--- src/design/acps_cfg.svh ---
// register offsets, field positions, reset values and divider counts
//
// Operation
// - select bits 6-4 choose clock; 000 gives /2, 010 /32, 110 /64
// - low two select bits both one selects the internal rc clock
// - bits 3-0 hold four per-pin analog or digital select bits
// - a select bit of one routes its pin to the analog input path
// - a select bit of zero leaves its pin to digital port functions
// - analog pins lose digital input buffer, weak pull-up and change interrupt
`ifndef ACPS_CFG_SVH
`define ACPS_CFG_SVH

// register map
`define ACPS_ADDR_SELECT 8'h9F
`define ACPS_SELECT_RESET 7'h0F
`define ACPS_READ_IDLE 8'h00

// field positions inside the select register
`define ACPS_CLK_HI 6
`define ACPS_CLK_LO 4
`define ACPS_PIN_HI 3
`define ACPS_PIN_LO 0

// clock select codes
`define ACPS_CODE_DIV2 3'h0
`define ACPS_CODE_DIV8 3'h1
`define ACPS_CODE_DIV32 3'h2
`define ACPS_CODE_DIV4 3'h4
`define ACPS_CODE_DIV16 3'h5
`define ACPS_CODE_DIV64 3'h6
`define ACPS_RC_MASK 2'h3

// half periods minus one, in system clocks
`define ACPS_HALF_DIV2 5'h00
`define ACPS_HALF_DIV4 5'h01
`define ACPS_HALF_DIV8 5'h03
`define ACPS_HALF_DIV16 5'h07
`define ACPS_HALF_DIV32 5'h0F
`define ACPS_HALF_DIV64 5'h1F
`define ACPS_HALF_ZERO 5'h00
`define ACPS_HALF_STEP 5'h01

`endif

--- src/design/acps_pkg.sv ---
// types shared by the conversion clock and analog pin select block
package acps_pkg;

    // register port request from software
    typedef struct packed {
        logic [7:0] addr;
        logic [7:0] wdata;
        logic write;
        logic read;
    } acps_bus_req_type;

    // per-pin controls handed to the port logic
    typedef struct packed {
        logic [3:0] analog_path_enable;
        logic [3:0] digital_input;
        logic [3:0] pullup_enable;
        logic [3:0] change_flag;
        logic [3:0] direction_conflict;
    } acps_pin_out_type;

    // all state of the block
    typedef struct packed {
        logic [6:0] select;
        logic [3:0] pin_sync1;
        logic [3:0] pin_sync2;
        logic [3:0] pin_prev;
        logic rc_sync1;
        logic rc_sync2;
        logic [4:0] div_count;
        logic conv_clock;
        logic conv_clock_is_rc;
        logic [7:0] read_data;
        acps_pin_out_type pins;
    } acps_state_type;

endpackage

--- src/design/acps_top.sv ---
// conversion clock select and analog pin select register with pin gating
`timescale 1ns/10ps
`include "acps_cfg.svh"

module acps_top (
    input wire logic clock,
    input wire logic reset_n,
    input wire acps_pkg::acps_bus_req_type bus_req,
    output logic [7:0] read_data,
    input wire logic rc_osc_in,
    input wire logic [3:0] converter_input_pins,
    input wire logic [3:0] pin_direction_bits,
    input wire logic [3:0] pullup_request,
    input wire logic [3:0] change_int_enable,
    output logic conv_clock,
    output logic conv_clock_is_rc,
    output acps_pkg::acps_pin_out_type pin_out
);

    // =========================================================
    // decode helpers

    // half period minus one of the divided conversion clock
    function automatic logic [4:0] half_period(input logic [2:0] code);
        logic [4:0] half;
        half = `ACPS_HALF_DIV2;
        if (code == `ACPS_CODE_DIV2) begin
            half = `ACPS_HALF_DIV2;
        end else if (code == `ACPS_CODE_DIV4) begin
            half = `ACPS_HALF_DIV4;
        end else if (code == `ACPS_CODE_DIV8) begin
            half = `ACPS_HALF_DIV8;
        end else if (code == `ACPS_CODE_DIV16) begin
            half = `ACPS_HALF_DIV16;
        end else if (code == `ACPS_CODE_DIV32) begin
            half = `ACPS_HALF_DIV32;
        end else if (code == `ACPS_CODE_DIV64) begin
            half = `ACPS_HALF_DIV64;
        end
        return half;
    endfunction

    // rc clock chosen whenever both low select bits are set
    function automatic logic rc_chosen(input logic [2:0] code);
        return code[1:0] == `ACPS_RC_MASK;
    endfunction

    // =========================================================
    // state

    acps_pkg::acps_state_type state;
    acps_pkg::acps_state_type next_state;

    logic [2:0] clk_code;
    logic [3:0] pin_sel;
    assign clk_code = state.select[`ACPS_CLK_HI:`ACPS_CLK_LO];
    assign pin_sel = state.select[`ACPS_PIN_HI:`ACPS_PIN_LO];

    // next state: register port, divider, pin gating
    always_comb begin
        next_state = state;
        // synchronisers for pins and rc oscillator
        next_state.pin_sync1 = converter_input_pins;
        next_state.pin_sync2 = state.pin_sync1;
        next_state.pin_prev = state.pin_sync2;
        next_state.rc_sync1 = rc_osc_in;
        next_state.rc_sync2 = state.rc_sync1;
        // register write, bit 7 not stored
        if (bus_req.write && bus_req.addr == `ACPS_ADDR_SELECT) begin
            next_state.select = bus_req.wdata[6:0];
        end
        // read data valid only in the cycle after the strobe
        next_state.read_data = `ACPS_READ_IDLE;
        if (bus_req.read && bus_req.addr == `ACPS_ADDR_SELECT) begin
            next_state.read_data = {1'b0, state.select};
        end
        // conversion clock source and divider
        next_state.conv_clock_is_rc = rc_chosen(clk_code);
        if (rc_chosen(clk_code)) begin
            next_state.conv_clock = state.rc_sync2;
            next_state.div_count = `ACPS_HALF_ZERO;
        end else if (state.div_count >= half_period(clk_code)) begin
            next_state.conv_clock = ~state.conv_clock;
            next_state.div_count = `ACPS_HALF_ZERO;
        end else begin
            next_state.div_count = state.div_count + `ACPS_HALF_STEP;
        end
        // restart the divider when the code changes
        if (next_state.select[`ACPS_CLK_HI:`ACPS_CLK_LO] != clk_code) begin
            next_state.div_count = `ACPS_HALF_ZERO;
        end
        // per-pin analog or digital routing
        next_state.pins.analog_path_enable = pin_sel;
        next_state.pins.digital_input = state.pin_sync2 & ~pin_sel;
        next_state.pins.pullup_enable = pullup_request & ~pin_sel;
        next_state.pins.change_flag = (state.pin_sync2 ^ state.pin_prev)
            & change_int_enable & ~pin_sel;
        // analog pin still driven as output
        next_state.pins.direction_conflict = pin_sel & ~pin_direction_bits;
    end

    // state register
    always_ff @(posedge clock or negedge reset_n) begin
        if (!reset_n) begin
            state <= '0;
            state.select <= `ACPS_SELECT_RESET;
            state.pins.analog_path_enable <= 4'hF;
        end else begin
            state <= next_state;
        end
    end

    // strobes aimed at the select register
    logic select_write;
    logic select_read;
    assign select_write = bus_req.write && bus_req.addr == `ACPS_ADDR_SELECT;
    assign select_read = bus_req.read && bus_req.addr == `ACPS_ADDR_SELECT;

    // outputs straight from flip-flops
    assign read_data = state.read_data;
    assign conv_clock = state.conv_clock;
    assign conv_clock_is_rc = state.conv_clock_is_rc;
    assign pin_out = state.pins;
endmodule

--- config.mk ---
export PLATFORM = sky130hd
export DESIGN_NAME = acps_top
export DESIGN_NICKNAME = d
export VERILOG_FILES = /design/src/design/acps_pkg.sv /design/src/design/acps_top.sv
export VERILOG_INCLUDE_DIRS = /design/src /design/src/design
export SDC_FILE = /design/constraint.sdc
export NUM_CORES = 1
export LEC_CHECK = 0
export BUFFER_PORTS_ARGS = -buffer_cell sky130_fd_sc_hd__buf_4
export CORE_MARGIN = 8
export CORE_UTILIZATION = 53
export CTS_BUF_LIST = sky130_fd_sc_hd__clkbuf_2 sky130_fd_sc_hd__clkbuf_4 sky130_fd_sc_hd__clkbuf_8
export DETAILED_ROUTE_END_ITERATION = 10
export GPL_ROUTABILITY_DRIVEN = 1
export HOLD_SLACK_MARGIN = 0.05
export PLACE_DENSITY_LB_ADDON = 0.12
export SLEW_MARGIN = 20
export SYNTH_ARGS = -nofsm -noshare
export SYNTH_HDL_FRONTEND = slang
export SYNTH_SLANG_ARGS = --single-unit
--- constraint.sdc ---
create_clock -name clock -period 2.7 [get_ports clock]
set_clock_uncertainty 0.15 [all_clocks]
set_input_delay 0.135 -clock clock [delete_from_list [all_inputs] [get_ports clock]]
set_output_delay 0.135 -clock clock [all_outputs]
set_load 0.1 [all_outputs]
; Word level (Yosys, flattened, before mapping)
; Cells that the tools add are included.
[word_totals]
ff_bits = 56
latch_bits = 0
ram_bits = 0
rom_bits = 0
in_bits = 37
out_inout_bits = 30
word_cells = 52
memories = 0
[classes]
add_sub_neg = 1
n_mul = 0
div = 0
order_cmp = 1
n_eq_ne = 8
n_shift = 0
muxes = 13
n_bitwise = 9
reduce_logical = 4
[op_table]
columns = cell, n
row1 = $mux W5, 9
row2 = $and A4 B4 Y4, 5
row3 = $mux W7, 2
row4 = $eq A3 B3 Y1 const B, 3
row5 = $eq A8 B8 Y1 const B, 1
row6 = $not A4 Y4, 2
row7 = $mux W6, 1
row8 = $add A5 B1 Y5 const B, 1
row9 = $ge A5 B5 Y1, 1
row10 = $xor A4 B4 Y4, 1
row11 = $eq A3 B1 Y1 const B, 1
row12 = $eq A3 B2 Y1 const B, 1
row13 = $logic_not A3 Y1, 1
row14 = $ne A3 B3 Y1, 1
row15 = $eq A2 B2 Y1 const B, 1
row16 = $logic_and A1 B1 Y1, 2
row17 = $reduce_bool A2 Y1, 1
row18 = $mux W1, 1
row19 = $not A1 Y1, 1

; Longest topological paths before layout
; Gate-level depths: netlist of run 1.
[depth]
ltp_word = 12
ltp_mapped = 9
depth_no_buf = 9

; Worst setup path before layout of run 1
; OpenSTA, ideal clock, no wires.
[synth_path]
path_type = reg2reg
from = register state (netlist bit clk_code[0])
to = register state (netlist bit conv_clock)
setup_ps = 126
arrival_time_ps = 2035
t_required_ps = 2424
setup_slack_ps = 389
stages_incl_launch_ff = 9
path_buffers = 0
synth_period_minus_slack_ps = 2311
cell_sequence = dfrtp_1 -> inv_1 -> ha_1 -> mux2_2 -> ha_1 -> nand2b_1 -> a31oi_1 -> o21ai_2 -> mux2_4
[synth_via]
elab_chain_len = 10
word_cells_on_any_way = 17
cone_classes = order compare (1) / eq/ne (6) / mux (8) / reduce/logical (2)
[synth_rtl]
columns = element, line_no
row1 = "start, declared", acps_top.sv:51  ; acps_pkg::acps_state_type state;
row2 = "start signal, assigned", acps_top.sv:109  ; state <= next_state;
row3 = $eq A3 B3 Y1 (no source line), --
row4 = $mux W5, acps_top.sv:37  ; end else if (code == `ACPS_CODE_DIV64) begin
row5 = $mux W5, acps_top.sv:35  ; end else if (code == `ACPS_CODE_DIV32) begin
row6 = $mux W5, acps_top.sv:33  ; end else if (code == `ACPS_CODE_DIV16) begin
row7 = $mux W5, acps_top.sv:31  ; end else if (code == `ACPS_CODE_DIV8) begin
row8 = $mux W5, acps_top.sv:29  ; end else if (code == `ACPS_CODE_DIV4) begin
row9 = $mux W5, acps_top.sv:27  ; if (code == `ACPS_CODE_DIV2) begin
row10 = $mux W5, acps_top.sv:79  ; if (rc_chosen(clk_code)) begin
row11 = $ge A5 B5 Y1, acps_top.sv:82  ; end else if (state.div_count >= half_period(clk_code)) begin
row12 = $reduce_bool A2 Y1 (no source line), --
; Parallel ways exist; a longest one is shown, timed or not. The select of a mux whose other input is x is not followed.
; A chain may end at the register's enable or synchronous reset.

; Final worst setup path of run 1
[layout_path]
from = register state (netlist bit clk_code[1])
to = register state (netlist bit conv_clock)
; The elaborated chain is that of the path after synthesis.

==> impl_metrics.py, run 1 <==
metrics = {
    "run_status": {
        "outcome": "complete, no violations",
    },
    "yosys": {
        "syn-cell-area_um2": 2280,
        "synthMostInstantiatedCell": "dfrtp_1",
        "async_flop_share_pct": 100,
        "synth_edf_count": 0,
        "yosysWarnings": 0,
        "synthCells": 167,
        "synth_nets": 215,
        "synth_cell_types": 28,
        "synth-seq-cells": 55,
        "syn_area_per_cell_um2": 13.7,
        "yosys-top-cells-count": "dfrtp_1 (47), buf_4 (28), nor2b_1 (12)",
        "yosysTopAreaCell": "dfrtp_1",
        "yosys.area.top_type_share_pct": 51.5,
        "ys_seq_area_share_pct": 60.7,
        "synthFlopType": "dfrtp_1",
        "synthTopCellsByArea": "dfrtp_1 (52%), buf_4 (9.2%), dfstp_2 (9.2%), ha_1 (6.0%), mux2_2 (4.4%)",
    },
    "setup_path": {
        "critPathCaptureType": "flip-flop",
        "timing.rr.end": "conv_clock",
        "start_kind": "flip-flop",
        "r2r_cells": 9,
        "path_cells": "inv_1, ha_1, mux2_2, nand2_1, ha_1, a21o_1, a31oi_1, o21ai_2, mux2_4",
        "path_common_cell": "ha_1",
        "r2r-start": "clk_code[1]",
        "critical_path.top_delay_family": "multiplexers",
        "worst_path_max_delay_cell": "dfrtp_1",
        "critical_path_class": "flip-flop to flip-flop",
        "cp.arrival_ns": 2.54,
        "path_buf_inv": 1,
        "rrSetupSlack_ns": 0.21,
        "worst_ep_required_time_ns": 2.75,
        "cp_max_fo": 7,
        "cp_slowest_stage_delay_ns": 0.47,
    },
    "worst_hold_path": {
        "hold_path_depth": 3,
        "holdPathEnd": "next_state[16]",
        "hp-start": "bus_req[1]",
        "hold_class": "primary input to flip-flop",
    },
    "place": {
        "dp_hpwl_um": 3000,
        "finalWeightedCongestion": 0.722,
        "place_area_um2": 2620,
        "port-buffer-count": 64,
    },
    "run": {
        "drv_cap": 0,
    },
    "layout": {
        "syn2layout_area_growth_pct": 29.9,
        "insertedDiodeCount": 0,
        "postLayoutCoreUtil_pct": 69.5,
        "num-fill-cells": 277,
        "fin_nets": 283,
        "final_area_um2": 2970,
        "drive_gt1_share_pct": 40.3,
    },
    "clocking": {
        "clk_pin_slew_ns": 0.10,
        "cts_tree": "yes",
        "clkLatencyLatePin_ns": 0.30,
        "h-tree-depth": 2,
        "post_cts_buffers": 0,
        "cts_buffer_depth": 2,
        "clock-sinks": 55,
        "holdBufCountCts": 25,
        "cts_root_buf": "clkbuf_8",
        "post_cts_resize_count": 0,
        "numCtsBuffers": 5,
    },
    "timing": {
        "min_period_over_period_pct": 92.2,
        "slew_headroom_pct": 55.7,
        "max_freq_mhz": 402,
        "setup_violations": 0,
        "fin_crit_ns": 2.49,
        "rsz0062_at_grt": "false",
        "hold_violations": 0,
        "worst_pin_slew_ns": 0.664,
        "finalMaxSlewViolations": 0,
        "setup-tns-final_ns": 0,
    },
    "routing": {
        "vias": 1365,
        "post_drt_wl_per_cell_um": 14.8,
        "viasPerCell": 4.74,
        "ant_nets": 0,
        "totalWireLength_um": 4270,
        "drc": 0,
        "first_pass_iters": 4,
        "drtIter0Drc": 34,
    },
    "global_routing": {
        "grt_max_degree": 56,
        "grt_pass1_wl_um": 6710,
        "antenna_found_initial": 0,
        "overflow": 0,
        "grt_pass1_vias": 1467,
        "grt_use_total_pct": 13.2,
    },
    "floorplan": {
        "die_w_um": 81.6,
        "io_pins": 67,
        "die_height_um": 81.6,
        "core-area_um2": 4260,
        "row_count": 24,
        "initial_core_util_pct": 53.5,
        "die_area_um2": 6660,
    },
    "power": {
        "p_leak_nw": 1.44,
        "ir_drop_v": 0.000535,
        "power_density_nw_per_um2": 584,
    },
}
## sequential cells by signal, summed over array words and instances (netlist names)
| register | count |
|---|---|
| conv_clock | 1 |
| pin_out | 20 |
| read_data | 7 |
| clk_code | 3 |
| state | 10 |
| conv_clock_is_rc | 1 |
| next_state | 13 |
## cell usage in the layout (no fill, tap or decap), drive strengths merged, types with 2 or more instances in the layout
master	netlist	routed
a31oi	2	2
and2	7	7
buf	28	64
clkbuf	0	5
clkinv	0	2
dfrtp	47	47
dfstp	8	8
dlygate4sd3	0	25
ha	11	11
inv	6	7
mux2	10	10
nand2	3	3
nand3	3	3
nor2b	12	12
nor3	4	4
nor3b	5	5
o21ai	3	3
xnor2	8	8
xor2	2	2
## cells by family (layout without fill, tap and decap cells)
group | Yosys count | count (layout) | share of synthesized area (%)
AOI/OAI and AO/OA | 7 | 7 | 2.69
xor gates and xnor gates | 10 | 10 | 3.84
adders and majority gates | 11 | 11 | 6.03
buffers and inverters | 34 | 103 | 10.2
DFF | 55 | 55 | 60.7
muxes | 10 | 10 | 5.10
other | 1 | 1 | 0.164
and+or+nand+nor | 39 | 39 | 11.2
## worst min-delay path, cell delays in order
cell	delay, ns
buf_4	0.12
nand3_4	0.12
mux2_2	0.17
## final cells by class
class / instances / area [µm²] / area share (%)
Timing Repair Buffer: 89 / 731 / 24.6
Tap cell: 52 / 65.1 / 2.19
Sequential cell: 55 / 1390 / 46.8
Inverter: 6 / 22.5 / 0.759
Clock buffer: 5 / 68.8 / 2.32
Multi-Input combinational cell: 78 / 663 / 22.4
Clock inverter: 3 / 28.8 / 0.970
## stage by stage
step | power, W | worst slack (ns) | hold slack, ns | cells
after floorplan | 0.00117 | 0.389 | -0.311 | 167
after global placement | 0.00124 | 0.289 | 0.0494 | 255
after detailed placement | 0.00125 | 0.199 | 0.0677 | 255
after CTS | 0.00176 | 0.178 | 0.108 | 288
after global routing | 0.00181 | 0.0306 | 0.116 | 288
final | 0.00173 | 0.212 | 0.108 | 288
## routing by layer
metal	vias to the layer above	share of wire (%)	global-route usage [%]
li1	652	-	-
met1	652	37	14.3
met2	50	51	22.8
met3	11	9.9	5.36
met4	0	2.0	4.56
met5	-	0	0
## how the worst max path moves through the flow
stage,start,endpoint,cells past startpoint
floorplan,clk_code[0],conv_clock,8
global placement,clk_code[0],conv_clock,8
detailed placement,clk_code[1],conv_clock,9
CTS,clk_code[1],conv_clock,9
global route,clk_code[1],conv_clock,9
finish,clk_code[1],conv_clock,9
## report_power, final
part           switching, W  internal (W)
logic              0.000244      0.000125
registers         0.0000280      0.000868
clock network      0.000275      0.000193
total              0.000548       0.00119
Note: power is estimated with default switching activity, not from simulation.
==> inputs of run 2 (changes only) <==
CORE_ASPECT_RATIO = 1.25   (was unset)
==> run 2 against run 1 <==
  * Global-route usage increased by 1.2 points
  * Flip-flop and latch count unchanged
  * Design area increased by 0.34%
  * Sequential share of layout area decreased by 0.16 points
  * Cell count increased by 1.4%
  * Critical path type unchanged
  * Critical endpoint unchanged
==> impl_metrics.py, run 2 (synthesized netlist as in run 1, its figures left out) <==
metrics = {
    "run_status": {
        "outcome": "complete, no violations",
    },
    "global_routing": {
        "grt_max_degree": 56,
        "grt_pass1_wl_um": 7070,
        "antenna_found_initial": 0,
        "overflow": 0,
        "grt_use_total_pct": 14.4,
        "grt_pass1_vias": 1509,
    },
    "clocking": {
        "post_cts_resize_count": 0,
        "numCtsBuffers": 5,
        "h-tree-depth": 2,
        "clkLatencyLatePin_ns": 0.31,
        "clk_pin_slew_ns": 0.10,
        "cts_buffer_depth": 2,
        "cts_root_buf": "clkbuf_8",
        "cts_tree": "yes",
        "post_cts_buffers": 0,
        "clock-sinks": 55,
    },
    "power": {
        "power_density_nw_per_um2": 590,
        "ir_drop_v": 0.000701,
        "total_power_w": 0.00176,
        "p_leak_nw": 1.44,
    },
    "timing": {
        "setup_violations": 0,
        "min_period_over_period_pct": 91.7,
        "finalMaxSlewViolations": 0,
        "hold_violations": 0,
        "worst_pin_slew_ns": 0.650,
        "max_freq_mhz": 404,
        "setup_slack_ns": 0.224,
        "rsz0062_at_grt": "false",
        "fin_crit_ns": 2.48,
        "setup-tns-final_ns": 0,
        "slew_headroom_pct": 56.7,
        "hold_ws_ns": 0.123,
    },
    "floorplan": {
        "die_height_um": 89.4,
        "initial_core_util_pct": 55.7,
        "die_area_um2": 6670,
        "core-area_um2": 4100,
        "row_count": 26,
        "io_pins": 67,
        "die_w_um": 74.7,
    },
    "layout": {
        "drive_gt1_share_pct": 40.3,
        "fin_nets": 283,
        "largest_reg_flops": 20,
        "syn2layout_area_growth_pct": 30.4,
        "final_common_cell": "buf_4",
        "insertedDiodeCount": 0,
        "final_cell_mix": "buf_4 (64), dfrtp_1 (47), dlygate4sd3_1 (25), nor2b_1 (12), ha_1 (11)",
    },
    "routing": {
        "totalWireLength_um": 4530,
        "drtIter0Drc": 43,
        "viasPerCell": 4.68,
        "first_pass_iters": 4,
        "drc": 0,
        "ant_nets": 0,
        "vias": 1366,
        "post_drt_wl_per_cell_um": 15.5,
    },
    "setup_path": {
        "path_buf_inv": 1,
        "cp_slowest_stage_delay_ns": 0.46,
        "rrSetupSlack_ns": 0.22,
        "cp.arrival_ns": 2.53,
        "worst_path_max_delay_cell": "dfrtp_1",
        "start_kind": "flip-flop",
        "path_common_cell": "ha_1",
        "cp_max_fo": 6,
        "critical_path.top_delay_family": "multiplexers",
        "path_cells": "inv_1, ha_1, mux2_2, ha_1, nand2b_1, a31oi_1, o21ai_2, mux2_4",
        "critical_path_class": "flip-flop to flip-flop",
        "worst_ep_required_time_ns": 2.75,
        "critPathCaptureType": "flip-flop",
    },
    "place": {
        "finalWeightedCongestion": 0.743,
        "port-buffer-count": 64,
        "dp_hpwl_um": 3090,
        "place_ws_ns": 0.201,
    },
    "run": {
        "drv_cap": 0,
    },
    "worst_hold_path": {
        "hold_class": "primary input to flip-flop",
    },
}
run 2: cell count changes in the layout (fill, tap and decap cells not counted):
cell      delta
clkbuf_8     +1
clkinv_4     -1
run 2: worst min-delay path, cell delays in order:
cell	delay [ns]
buf_4	0.12
nand3_4	0.13
mux2_2	0.17
run 2: routing by layer:
metal  vias to the layer above  global-route usage (%)  share of wire (%)
met1                       661                    14.6                 41
met4                         0                    7.14                2.0
met5                         -                       0                  0
met3                         6                    4.38                5.8
li1                        654                       -                  -
met2                        45                    25.8                 51
run 2: path summary, 6_finish.rpt:
check / depth (start not counted) / end / from
worst max-delay path: 8 / conv_clock / clk_code[0]
worst min-delay path: 3 / next_state[18] / bus_req[1]
worst max register to register: 8 / conv_clock / clk_code[0]
worst min register to register: 0 / next_state[37] / next_state[41]
max in group asynchronous: 2 / state[40] / reset_n
min in group asynchronous: 2 / next_state[39] / reset_n
run 2: timing repair:
item,4_1_cts,5_1_grt
endpoints found under the hold margin,71,0
setup endpoints to repair,0,0
hold buffers,25,0
run 2: where the power goes:
| part | switching, W | internal [W] | total [W] |
|---|---|---|---|
| clock network | 0.000274 | 0.000217 | 0.000491 |
| logic | 0.000246 | 0.000125 | 0.000371 |
| registers | 0.0000262 | 0.000868 | 0.000894 |
| total | 0.000547 | 0.00121 | 0.00176 |
run 2: area by class of cell:
class | count | area [µm²]
sequential | 55 | 1390
fill | 294 | 1120
timing repair buffer | 89 | 731
multi-input combinational | 78 | 663
clock buffer | 6 | 82.6
tap | 56 | 70.1
inverter | 6 | 22.5
clock inverter | 2 | 20.0
run 2: through the flow:
| step | instances | cell area (µm²) | utilization (%) |
|---|---|---|---|
| final | 292 | 2980 | 72.6 |
| after floorplan | 167 | 2280 | - |
| after global routing | 292 | 2980 | 72.6 |
| after CTS | 292 | 2980 | 72.6 |
| after global placement | 259 | 2620 | 64.0 |
| after detailed placement | 259 | 2620 | 64.0 |
==> inputs of run 3 (changes only) <==
RECOVER_POWER = 50   (was unset)
==> run 3 against run 2 <==
  * Clock power shrank 0.8%
  * Sequential share of layout area grew 0.059 points
  * Fmax is essentially flat
  * Cell count is the same
  * Via count shrank 0.73%
  * Core utilization shrank 0.092 points
  * Global-route usage is the same
  * Flip-flop and latch count is the same
  * Clock-buffer cell count is the same
  * Register-to-register slack is essentially flat
  * Design area shrank 0.13%
==> impl_metrics.py, run 3 (synthesized netlist as in run 1, its figures left out) <==
metrics = {
    "clocking": {
        "cts_root_buf": "clkbuf_8",
        "clock-sinks": 55,
        "clkLatencyLatePin_ns": 0.30,
        "post_cts_buffers": 0,
        "numCtsBuffers": 5,
        "post_cts_resize_count": 0,
        "clk_pin_slew_ns": 0.10,
        "holdBufCountCts": 25,
        "cts_tree": "yes",
        "h-tree-depth": 2,
        "cts_buffer_depth": 2,
    },
    "place": {
        "port-buffer-count": 64,
        "dp_hpwl_um": 3090,
        "dp.cells": 259,
        "finalWeightedCongestion": 0.743,
    },
    "setup_path": {
        "cp.arrival_ns": 2.53,
        "start_kind": "flip-flop",
        "worst_path_max_delay_cell": "dfrtp_1",
        "critical_path.top_delay_family": "multiplexers",
        "critPathCaptureType": "flip-flop",
        "path_buf_inv": 1,
        "critical_path_class": "flip-flop to flip-flop",
        "cp_slowest_stage_delay_ns": 0.46,
        "worst_ep_required_time_ns": 2.75,
        "cp_max_fo": 6,
        "path_cells": "inv_1, ha_1, mux2_2, ha_1, nand2b_1, a31oi_1, o21ai_2, mux2_4",
        "path_common_cell": "ha_1",
    },
    "layout": {
        "stdcell_count": 292,
        "final_cell_mix": "buf_4 (58), dfrtp_1 (47), dlygate4sd3_1 (25), nor2b_1 (12), ha_1 (11)",
        "final_common_cell": "buf_4",
        "insertedDiodeCount": 0,
        "syn2layout_area_growth_pct": 30.2,
        "fin_nets": 283,
        "drive_gt1_share_pct": 38.1,
        "largest_reg_flops": 20,
    },
    "timing": {
        "fin_crit_ns": 2.48,
        "finalMaxSlewViolations": 0,
        "setup-tns-final_ns": 0,
        "worst_pin_slew_ns": 1.28,
        "rsz0062_at_grt": "false",
        "slew_headroom_pct": 14.9,
        "hold_violations": 0,
        "hold_ws_ns": 0.126,
        "setup_violations": 0,
        "max_freq_mhz": 404,
        "min_period_over_period_pct": 91.7,
    },
    "floorplan": {
        "die_height_um": 89.4,
        "row_count": 26,
        "die_w_um": 74.7,
        "io_pins": 67,
        "core-area_um2": 4100,
        "initial_core_util_pct": 55.7,
        "die_area_um2": 6670,
    },
    "routing": {
        "drtIter0Drc": 41,
        "viasPerCell": 4.64,
        "totalWireLength_um": 4520,
        "post_drt_wl_per_cell_um": 15.5,
        "drc": 0,
        "ant_nets": 0,
        "vias": 1356,
        "first_pass_iters": 4,
    },
    "global_routing": {
        "antenna_found_initial": 0,
        "grt_use_total_pct": 14.4,
        "grt_pass1_vias": 1509,
        "grt_pass1_wl_um": 7070,
        "overflow": 0,
        "grt_max_degree": 56,
    },
    "power": {
        "total_power_w": 0.00175,
        "p_leak_nw": 1.44,
        "ir_drop_v": 0.000698,
        "power_density_nw_per_um2": 589,
    },
    "run": {
        "drv_cap": 0,
    },
    "run_status": {
        "outcome": "complete, no violations",
    },
    "worst_hold_path": {
        "hold_class": "primary input to flip-flop",
    },
}
-- run 3: changes by cell type in the layout (fill, tap and decap cells not counted), sizes merged --
cell	before	now
buf	64	58
clkbuf	6	12
-- run 3: where the power goes --
part	switching [W]	leakage, nW	internal, W
clock network	0.000270	0.0533	0.000216
registers	0.0000262	0.681	0.000867
logic	0.000246	0.704	0.000124
total	0.000543	1.44	0.00121
-- run 3: per-stage QoR --
stage          utilization [%]  area, µm²  worst slack [ns]
2_1_floorplan                -       2280             0.389
3_3_place_gp              64.0       2620             0.281
3_5_place_dp              64.0       2620             0.201
4_1_cts                   72.6       2980             0.199
5_1_grt                   72.5       2970            0.0834
6_report                  72.5       2970             0.224
-- run 3: path summary, 6_finish.rpt --
path,cells after the start,startpoint,end,slack (ns)
max in group asynchronous,2,reset_n,state[40],1.15
hold reg to reg,0,next_state[41],next_state[37],0.21
hold / removal,3,bus_req[1],clk_code[2],0.13
min in group asynchronous,2,reset_n,state[38],0.48
setup / recovery,8,clk_code[0],conv_clock,0.22
setup reg to reg,8,clk_code[0],conv_clock,0.22
-- run 3: routing by layer --
layer	share of wire (%)	track usage [%]	wire, µm	vias up
met5	0	0	0	-
met4	2.0	7.14	89	0
met3	5.8	4.38	262	6
met2	52	25.8	2340	45
met1	40	14.6	1820	653
li1	-	-	-	652
-- run 3: worst min-delay path, stage by stage --
cell and delay [ns]:
buf_4 0.12, nand3_4 0.13, mux2_2 0.17
-- run 3: final cells by class --
type	count	area, µm²
well taps	56	70.1
flip-flops and latches	55	1390
clock inverters	2	20.0
fillers	296	1130
multi-input cells	78	662
clock buffers	6	82.6
repair buffers	89	728
inverters	6	22.5
